File: src/rtl/usmp_consts.vh
// constants for the strap capture and modem pin block
// Notes on behaviour
// - watchdog strap high fixes interval at 10s
// - config strap selects port 0x4e or 0x2e
// - port1 primary strap forces base 0x3f8
// - port1 alternate strap forces base 0x3e0
// - port2 primary strap forces base 0x2f8
// - port2 alternate strap forces base 0x2e0
// - port3 strap forces base 0x3e8
// - port4 strap forces base 0x2e8
// - all straps low: base from register
// - request to send driven low when ready
// - terminal ready driven low when ready
// - clear to send reported as modem status
// - serial characters received on serial input
// - serial characters sent on serial output
`ifndef USMP_CONSTS_VH
`define USMP_CONSTS_VH
`define USMP_CFG_PORT_DEFAULT 8'h4e
`define USMP_CFG_PORT_ALT 8'h2e
`define USMP_P1_PRI_BASE 12'h3f8
`define USMP_P1_ALT_BASE 12'h3e0
`define USMP_P2_PRI_BASE 12'h2f8
`define USMP_P2_ALT_BASE 12'h2e0
`define USMP_P3_BASE 12'h3e8
`define USMP_P4_BASE 12'h2e8
`define USMP_WDT_FIXED_SEC 8'h0a
`define USMP_SYNC_STAGES 2
`define USMP_SETTLE_LAST 2'h1
`endif

File: src/rtl/usmp_top.v
// strap capture, base address selection and modem pin handling for four serial ports
`timescale 1ns/1ps
`include "usmp_consts.vh"
module usmp_top #(
  parameter PORTS = 4
) (
  // clock and reset
  input wire ref_clk,
  input wire rst_n,
  // strap levels sampled from the shared output pins
  input wire watchdog_fixed_interval_strap,
  input wire config_port_select_strap,
  input wire port1_primary_base_strap,
  input wire port1_alternate_base_strap,
  input wire port2_primary_base_strap,
  input wire port2_alternate_base_strap,
  input wire port3_base_strap,
  input wire port4_base_strap,
  input wire config_key_strap_low,
  input wire config_key_strap_high,
  // programmed settings
  input wire [7:0] wdt_prog_interval,
  input wire [4*12-1:0] prog_base,
  // resolved configuration
  output reg [7:0] config_port_addr,
  output reg [7:0] wdt_interval,
  output reg wdt_interval_fixed,
  output reg [4*12-1:0] port_base,
  output reg [1:0] config_key,
  output reg strap_phase,
  // uart core side, active high per port
  input wire [PORTS-1:0] core_rts,
  input wire [PORTS-1:0] core_dtr,
  input wire [PORTS-1:0] core_tx,
  output wire [PORTS-1:0] core_rx,
  output wire [PORTS-1:0] status_cts,
  output wire [PORTS-1:0] status_dsr,
  output wire [PORTS-1:0] status_dcd,
  output wire [PORTS-1:0] status_ri,
  // modem pins
  output reg [PORTS-1:0] request_to_send_n,
  output reg [PORTS-1:0] request_to_send_n_oe,
  output reg [PORTS-1:0] terminal_ready_n,
  output reg [PORTS-1:0] terminal_ready_n_oe,
  output reg [PORTS-1:0] serial_tx_out,
  output reg [PORTS-1:0] serial_tx_out_oe,
  input wire [PORTS-1:0] clear_to_send_n,
  input wire [PORTS-1:0] set_ready_n,
  input wire [PORTS-1:0] carrier_detect_n,
  input wire [PORTS-1:0] ring_indicator_n,
  input wire [PORTS-1:0] serial_rx_in
);
  // all strap pins in one vector
  wire [9:0] strap_raw = {config_key_strap_high, config_key_strap_low,
    port4_base_strap, port3_base_strap, port2_alternate_base_strap,
    port2_primary_base_strap, port1_alternate_base_strap,
    port1_primary_base_strap, config_port_select_strap,
    watchdog_fixed_interval_strap};
  wire [9:0] strap_sync;
  wire [5*PORTS-1:0] modem_sync;
  wire [PORTS-1:0] rts_n_next;
  wire [PORTS-1:0] dtr_n_next;
  wire [PORTS-1:0] tx_next;
  wire pins_driven;
  reg [9:0] strap_reg;
  reg [2:0] phase_reg;
  reg [2:0] phase_next;
  reg [1:0] settle_cnt_reg;
  reg [1:0] settle_cnt_next;
  reg [4*12-1:0] base_next;
  genvar gi;
  // pin release phases, one-hot
  localparam ST_CAPTURE = 3'b001;
  localparam ST_SETTLE = 3'b010;
  localparam ST_RUN = 3'b100;
  // straps must hold real pin data while reset is low, so this synchroniser is never cleared
  usmp_sync #(.WIDTH(10)) u_strap_sync (
    .ref_clk(ref_clk),
    .rst_n(1'b1),
    .din(strap_raw),
    .dout(strap_sync)
  );
  // modem pins are synchronised raw; no gate sits in front of the first flop
  // not cleared either: status keeps following the pins, which idle inactive
  usmp_sync #(.WIDTH(5*PORTS)) u_modem_sync (
    .ref_clk(ref_clk),
    .rst_n(1'b1),
    .din({clear_to_send_n, set_ready_n, carrier_detect_n, ring_indicator_n, serial_rx_in}),
    .dout(modem_sync)
  );
  // per port: modem control pins are active low, the core side is active high; serial data is not inverted
  generate
    for (gi = 0; gi < PORTS; gi = gi + 1) begin : g_port
      assign status_cts[gi] = ~modem_sync[4*PORTS+gi];
      assign status_dsr[gi] = ~modem_sync[3*PORTS+gi];
      assign status_dcd[gi] = ~modem_sync[2*PORTS+gi];
      assign status_ri[gi] = ~modem_sync[PORTS+gi];
      assign core_rx[gi] = modem_sync[gi];
      assign rts_n_next[gi] = ~core_rts[gi];
      assign dtr_n_next[gi] = ~core_dtr[gi];
      assign tx_next[gi] = core_tx[gi];
    end
  endgenerate
  // strap capture: tracks pins while reset is low, frozen afterwards
  always @(posedge ref_clk) begin
    if (!rst_n) begin
      strap_reg <= strap_sync;
    end
  end
  // pins stay released during reset and a few cycles after, so the outside
  // strap resistors are not fought while the captured values settle
  always @* begin
    phase_next = phase_reg;
    settle_cnt_next = settle_cnt_reg;
    case (phase_reg)
      ST_CAPTURE: begin
        phase_next = ST_SETTLE;
        settle_cnt_next = 2'h0;
      end
      ST_SETTLE: begin
        if (settle_cnt_reg == `USMP_SETTLE_LAST) begin
          phase_next = ST_RUN;
        end else begin
          settle_cnt_next = settle_cnt_reg + 2'h1;
        end
      end
      ST_RUN: begin
        phase_next = ST_RUN;
      end
      default: begin
        phase_next = ST_CAPTURE;
        settle_cnt_next = 2'h0;
      end
    endcase
  end
  always @(posedge ref_clk or negedge rst_n) begin
    if (!rst_n) begin
      phase_reg <= ST_CAPTURE;
      settle_cnt_reg <= 2'h0;
      strap_phase <= 1'b1;
    end else begin
      phase_reg <= phase_next;
      settle_cnt_reg <= settle_cnt_next;
      strap_phase <= ~pins_driven;
    end
  end
  // drivers turn on one cycle after the run phase is entered
  assign pins_driven = phase_reg[2];
  always @* begin
    base_next = prog_base;
    if (strap_reg[3]) begin
      base_next[11:0] = `USMP_P1_ALT_BASE;
    end
    if (strap_reg[2]) begin
      base_next[11:0] = `USMP_P1_PRI_BASE;
    end
    if (strap_reg[5]) begin
      base_next[23:12] = `USMP_P2_ALT_BASE;
    end
    if (strap_reg[4]) begin
      base_next[23:12] = `USMP_P2_PRI_BASE;
    end
    if (strap_reg[6]) begin
      base_next[35:24] = `USMP_P3_BASE;
    end
    if (strap_reg[7]) begin
      base_next[47:36] = `USMP_P4_BASE;
    end
  end
  always @(posedge ref_clk or negedge rst_n) begin
    if (!rst_n) begin
      config_port_addr <= `USMP_CFG_PORT_DEFAULT;
      wdt_interval <= 8'h00;
      wdt_interval_fixed <= 1'b0;
      port_base <= {48{1'b0}};
      config_key <= 2'h0;
    end else begin
      config_port_addr <= strap_reg[1] ? `USMP_CFG_PORT_ALT : `USMP_CFG_PORT_DEFAULT;
      wdt_interval_fixed <= strap_reg[0];
      wdt_interval <= strap_reg[0] ? `USMP_WDT_FIXED_SEC : wdt_prog_interval;
      port_base <= base_next;
      config_key <= strap_reg[9:8];
    end
  end
  // pin drivers: released during strap phase, idle high after reset
  always @(posedge ref_clk or negedge rst_n) begin
    if (!rst_n) begin
      request_to_send_n <= {PORTS{1'b1}};
      terminal_ready_n <= {PORTS{1'b1}};
      serial_tx_out <= {PORTS{1'b1}};
      request_to_send_n_oe <= {PORTS{1'b0}};
      terminal_ready_n_oe <= {PORTS{1'b0}};
      serial_tx_out_oe <= {PORTS{1'b0}};
    end else begin
      request_to_send_n <= rts_n_next;
      terminal_ready_n <= dtr_n_next;
      serial_tx_out <= tx_next;
      request_to_send_n_oe <= {PORTS{pins_driven}};
      terminal_ready_n_oe <= {PORTS{pins_driven}};
      serial_tx_out_oe <= {PORTS{pins_driven}};
    end
  end
endmodule

File: src/rtl/usmp_sync.v
// two flip-flop synchroniser for a vector of pin inputs
`timescale 1ns/1ps
module usmp_sync #(
  parameter WIDTH = 1
) (
  // clock and reset
  input wire ref_clk,
  input wire rst_n,
  // data
  input wire [WIDTH-1:0] din,
  output wire [WIDTH-1:0] dout
);
  reg [WIDTH-1:0] meta_reg;
  reg [WIDTH-1:0] sync_reg;
  always @(posedge ref_clk or negedge rst_n) begin
    if (!rst_n) begin
      meta_reg <= {WIDTH{1'b0}};
      sync_reg <= {WIDTH{1'b0}};
    end else begin
      meta_reg <= din;
      sync_reg <= meta_reg;
    end
  end
  assign dout = sync_reg;
endmodule

File: config.mk
export PLATFORM = sky130hd
export DESIGN_NAME = usmp_top
export DESIGN_NICKNAME = d
export VERILOG_FILES = /design/src/rtl/usmp_top.v /design/src/rtl/usmp_sync.v
export VERILOG_INCLUDE_DIRS = /design/src /design/src/rtl
export SDC_FILE = /design/constraint.sdc
export NUM_CORES = 1
export LEC_CHECK = 0
export ABC_AREA = 1
export ABC_CLOCK_PERIOD_IN_PS = 900
export BUFFER_PORTS_ARGS = -buffer_cell sky130_fd_sc_hd__buf_2
export CAP_MARGIN = 20
export CORE_UTILIZATION = 41
export CTS_BUF_LIST = sky130_fd_sc_hd__clkbuf_16
export CTS_CLUSTER_DIAMETER = 60
export CTS_CLUSTER_SIZE = 20
export DETAILED_ROUTE_END_ITERATION = 6
export PLACE_DENSITY_LB_ADDON = 0.2
export SYNTH_ARGS = -nofsm -noshare
export SYNTH_HDL_FRONTEND = slang
export SYNTH_SLANG_ARGS = --single-unit
File: constraint.sdc
create_clock -name ref_clk -period 0.9 [get_ports ref_clk]
set_input_delay 0.135 -clock ref_clk [delete_from_list [all_inputs] [get_ports ref_clk]]
set_output_delay 0.135 -clock ref_clk [all_outputs]
set_load 0.02 [all_outputs]
==> results of run 1 <==
## cell usage in the layout (no fill, tap or decap), types with 4 or more instances in the layout
master / instances
dfrtp_1: 64
inv_2: 19
dfxtp_2: 19
buf_4: 12
conb_1: 6
inv_1: 53
or2_2: 4
dfstp_2: 15
buf_6: 100
nor2_1: 15
buf_2: 110
edfxtp_1: 10
dfxtp_1: 41
inv_6: 5
or2_1: 10
clkbuf_16: 19
o21ai_0: 4
nor2_2: 11
nor2_4: 10
dlygate4sd3_1: 99
or2_4: 9
## per-stage QoR
step	setup WS, ns	std cells
final	-0.2969	794
after global routing	-0.3314	794
after CTS	-0.2982	791
after detailed placement	-0.1240	658
after global placement	-0.08124	658
after floorplan	-0.06921	326
## worst paths after layout
| path | to | slack [ns] | depth (start not counted) |
|---|---|---|---|
| hold reg to reg | u_modem_sync.dout[0] | 0.32 | 0 |
| max in group asynchronous | serial_tx_out[0] | 0.17 | 3 |
| min in group asynchronous | wdt_interval[2] | 0.35 | 3 |
| setup reg to reg | phase_reg[1] | -0.17 | 4 |
| setup / recovery | request_to_send_n[2] | -0.30 | 1 |
| hold / removal | strap_reg[7] | 0.17 | 3 |
## routing by layer
| layer | vias to the layer above | track usage [%] | routed length [µm] |
|---|---|---|---|
| li1 | 1553 | - | - |
| met3 | 25 | 7.112 | 729 |
| met5 | - | 0 | 0 |
| met2 | 140 | 38.55 | 6380 |
| met4 | 0 | 10.56 | 308 |
| met1 | 1549 | 18.25 | 3566 |
## final cells by class
| type | count | area share [%] |
|---|---|---|
| Timing Repair Buffer | 323 | 35.33 |
| Clock inverter | 13 | 1.155 |
| Sequential cell | 150 | 44.87 |
| Clock buffer | 19 | 6.015 |
| Multi-Input combinational cell | 82 | 7.107 |
| Inverter | 71 | 3.371 |
| Tap cell | 136 | 2.153 |
## power by group through the flow
| stage | Clock, mW | Combinational (mW) | Sequential (mW) |
|---|---|---|---|
| after CTS | 6.71 | 1.61 | 7.25 |
| after global placement | 0 | 0.993 | 7.32 |
| after detailed placement | 0 | 1.00 | 7.34 |
| final | 6.61 | 1.70 | 7.27 |
| after floorplan | 0 | 0.272 | 7.54 |
| after global routing | 7.07 | 1.81 | 7.30 |
## timing repair
action / in CTS / in global routing
pin swaps: 10 / 8
cloned: 0 / 0
resized for setup: 202 / 70
setup buffers: 2 / 3
hold endpoints to repair: 163 / 0
hold buffers: 99 / 0
setup endpoints to repair: 130 / 146
## logic make-up after synthesis
kind of cell | Yosys count | synth area share [%]
AOI/OAI and AO/OA | 5 | 0.5758
adders and majority gates | 1 | 0.2879
other | 2 | 0.1728
and+or+nand+nor | 70 | 7.717
buffers and inverters | 94 | 10.19
DFF | 150 | 81.05
==> impl_metrics.ini, run 1 <==
[routing]
drc = 0
drtIter0Drc = 113
ant_nets = 0
drtPass1Iterations = 4
routed_wl_um = 10980
vias = 3267
avgRoutedWirePerCell_um = 13.83
vias_per_cell = 4.115

[pwr]
leakagePower_nw = 3.844
total_power_mw = 15.59
p_sw_share_pct = 23.28
p_comb_share_pct = 10.9
clkPwrFrac_pct = 42.4
irDropWorstVdd_v = 0.001381
net-switching-power_mw = 3.629
p_int_mw = 11.96
powerDensity_nw_per_um2 = 1972
power_frac_seq_pct = 46.7

[placement]
io_buffers = 205
dp_hpwl_um = 5516
postPlaceCellArea_um2 = 5522
place.gp.congestion = 0.7647

[worst_setup_path]
crit_family = flip-flops
required_ns = 0.76
cpMaxStageDelayCell = dfstp_2
path_buf_inv = 1
cp.arrival_ns = 1.06
cp-end-kind = primary output
cp-startpoint = request_to_send_n[2]
path_cells = buf_6
cp-start-kind = flop
timing.rr.start = phase_reg[0]
critPathKind = flop to primary output
critPathMaxStageDelay_ns = 0.54
crit_fanout = 1

[cells_and_area]
area_growth_pct = 81.92
antenna-diode-count = 0
largest_register_ffs = 48
layout.nets = 746
drive_above_1_share_pct = 53.04
multi_input_area_um2 = 561.8
regArea_um2 = 3547
fillers = 603
post-route-util_pct = 76.92
fin_area_um2 = 7905

[cts]
clk_latency_ns = 0.41
cts_buffer_depth = 2
htreeDepth = 4
clk_pin_slew_worst_paths_ns = 0.06
cts.sink_count = 150
cts_root_buf = clkbuf_16
cts_tree = done
cts_buffers = 17

[floorplanning]
rows = 37
die_w_um = 105.0
ios = 212
die_area_um2 = 11010
fp.dieH_um = 105.0
core_area_um2 = 10280
start_util_pct = 42.28

[grt]
grt_pass1_vias = 3534
globalRouteOverflowTotal = 0
antenna_found_initial = 0
grt_max_degree = 81
grt.total_usage_pct = 20.11
grt_pass1_wl_um = 16510

[outcome]
violations = setup timing
status = complete, but fails checks

[logic_synthesis]
synth_cell_types = 20
yosysSeqAreaShare_pct = 81.05
yosysMostFrequentCell = inv_1
synthCells = 322
avgSynthCellArea_um2 = 13.50
ys_seq_elements = 150
synth_top_area_share_pct = 37.43
synth_area_leaders = dfrtp_1, dfxtp_1, dfstp_2
async_flop_share_pct = 53.33
synth_common_cells = inv_1, dfrtp_1, dfxtp_1
yosys.area.top_type = dfrtp_1
yosysWarnings = 0
synth_edf_count = 10
syn_area_um2 = 4345
synthFlopType = dfrtp_1

[sta]
drv_slew = 0
setup_slack_ns = -0.2969
period_share_pct = 133.0
rsz0062_at_grt = yes
finClkSkew_ns = 0.008092
fmax_ghz = 0.8355
setup_tns_ns = -19.14
finalHoldViolations = 0
holdWs_ns = 0.1699
setup_violations = 126
period_minus_slack_ns = 1.197

[run]
maxCapViolations = 0

[worst_hold_path]
hold_class = primary input to flop
min_from = rst_n
(Power assumes the default switching activity.)
==> run 2, diff against run 1 <==
Settings changed: GPL_TIMING_DRIVEN set to 0, RECOVER_POWER set to 25, REMOVE_ABC_BUFFERS set to 1.
==> impl_metrics.ini, run 2 (same netlist as run 1, synthesis figures left out) <==
[pwr]
leakagePower_nw = 3.842
irDropWorstVdd_v = 0.001393
powerDensity_nw_per_um2 = 1974

[sta]
relSlewSlack_pct = 52.01
finalHoldViolations = 26
period_share_pct = 132.6
setup_slack_ns = -0.2935
fmax_ghz = 0.8379
rsz0062_at_grt = yes
drv_slew = 0
finClkSkew_ns = 0.01146
setup_violations = 125
setup_tns_ns = -19.03
worstMarginPinSlew_ns = 0.7198
period_minus_slack_ns = 1.193
holdWs_ns = -0.3622

[cells_and_area]
multi_input_area_um2 = 596.8
layout.nets = 743
final_cell_mix = buf_2, dlygate4sd3_1, buf_6, dfrtp_1, inv_1
antenna-diode-count = 0
final_common_cell = buf_2
fin_area_um2 = 7906
regArea_um2 = 3547
fin_cells = 791
largest_register_ffs = 48
post-route-util_pct = 76.93
area_growth_pct = 81.95
fillers = 626
drive_above_1_share_pct = 53.59

[run]
maxCapViolations = 0

[cts]
htreeDepth = 4
cts_root_buf = clkbuf_16
postCtsHoldBufs = 98
clk_pin_slew_worst_paths_ns = 0.06
cts_tree = done
clk_latency_ns = 0.41
cts_buffers = 17
cts.sink_count = 150
cts_buffer_depth = 2

[worst_setup_path]
ff2ff_setup_slack_ns = -0.16
crit_family = flip-flops
crit_fanout = 12
cp-end-kind = primary output
critPathKind = flop to primary output
reg2reg_depth = 4
path_buf_inv = 1
timing.rr.end = phase_reg[1]
path_cells = buf_2
timing.rr.start = phase_reg[0]
required_ns = 0.76
cp.arrival_ns = 1.06
cpMaxStageDelayCell = dfrtp_2
cp-start-kind = flop
critical_path_depth = 1
critPathMaxStageDelay_ns = 0.46

[outcome]
violations = hold timing, setup timing
status = complete, but fails checks

[grt]
grt_pass1_wl_um = 16850
grt_max_degree = 55
grt_pass1_vias = 3590
antenna_found_initial = 0
grt.total_usage_pct = 20.48
globalRouteOverflowTotal = 0

[floorplanning]
fp.dieH_um = 105.0
die_w_um = 105.0
start_util_pct = 42.28
rows = 37
ios = 212
die_area_um2 = 11010
core_area_um2 = 10280

[placement]
dp_hpwl_um = 5439
place.gp.congestion = 0.7206
place_inst = 645
postPlaceCellArea_um2 = 5410
io_buffers = 205
place_ws_ns = -0.2743

[routing]
drc = 0
drtIter0Drc = 88
vias = 3272
avgRoutedWirePerCell_um = 13.62
vias_per_cell = 4.137
ant_nets = 0
routed_wl_um = 10780
drtPass1Iterations = 4

[worst_hold_path]
hold_class = primary input to asynchronous set/reset pin
==> run 2: cell types whose count changed in the layout (fill, tap and decap cells not counted), moves of 2 or more <==
cell     change
or2_2        -2
nor2_2       -2
nor2_1       -3
or2_4        +2
inv_6        -3
buf_6        -2
nor2_4       +5
o21ai_0      -2
==> run 2: repair_timing <==
action | CTS | global route
gates resized for setup | 219 | 77
endpoints found under the hold margin | 124 | 26
pin swaps | 14 | 13
buffers inserted | 12 | 4
setup endpoints to repair | 132 | 148
==> run 2: final cells by class <==
cell class / count / area share, %
clock inverter: 12 / 0.9179
clock buffer: 20 / 6.330
multi-input combinational: 82 / 7.549
tap: 136 / 2.152
timing repair buffer: 320 / 34.82
inverter: 71 / 3.371
sequential: 150 / 44.86
==> run 2: worst max path at each step <==
stage / slack, ns / end / start
after floorplan: -0.95 / request_to_send_n_oe[0] / serial_tx_out_oe[0]
after global placement: -1.70 / strap_reg[4] / rst_n
after detailed placement: -0.27 / strap_reg[4] / rst_n
after CTS: -0.30 / serial_tx_out[2] / serial_tx_out[2]
after global routing: -0.35 / terminal_ready_n_oe[1] / serial_tx_out_oe[0]
final: -0.29 / request_to_send_n_oe[1] / serial_tx_out_oe[0]
==> run 2: metal layers <==
layer	wire length (µm)	vias up	track usage (%)
li1	-	1548	-
met1	3863	1545	20.71
met2	5830	154	37.32
met3	808	25	7.735
met4	274	0	8.954
met5	0	-	0
==> run 2: report_power, final <==
part	internal, mW	total, mW	switching [mW]	leakage [nW]
Clock	3.99	6.62	2.63	0.286
Combinational	0.962	1.71	0.750	2.04
Sequential	7.13	7.27	0.141	1.52
Total	12.1	15.6	3.52	3.84
==> run 2: per-stage QoR <==
step           hold slack (ns)  total power [mW]
3_3_place_gp            0.2370             8.261
4_1_cts                -0.3508             15.65
2_1_floorplan          -0.1606             7.756
3_5_place_dp           0.08494             8.299
6_report               -0.3622             15.60
5_1_grt                -0.3512             16.21
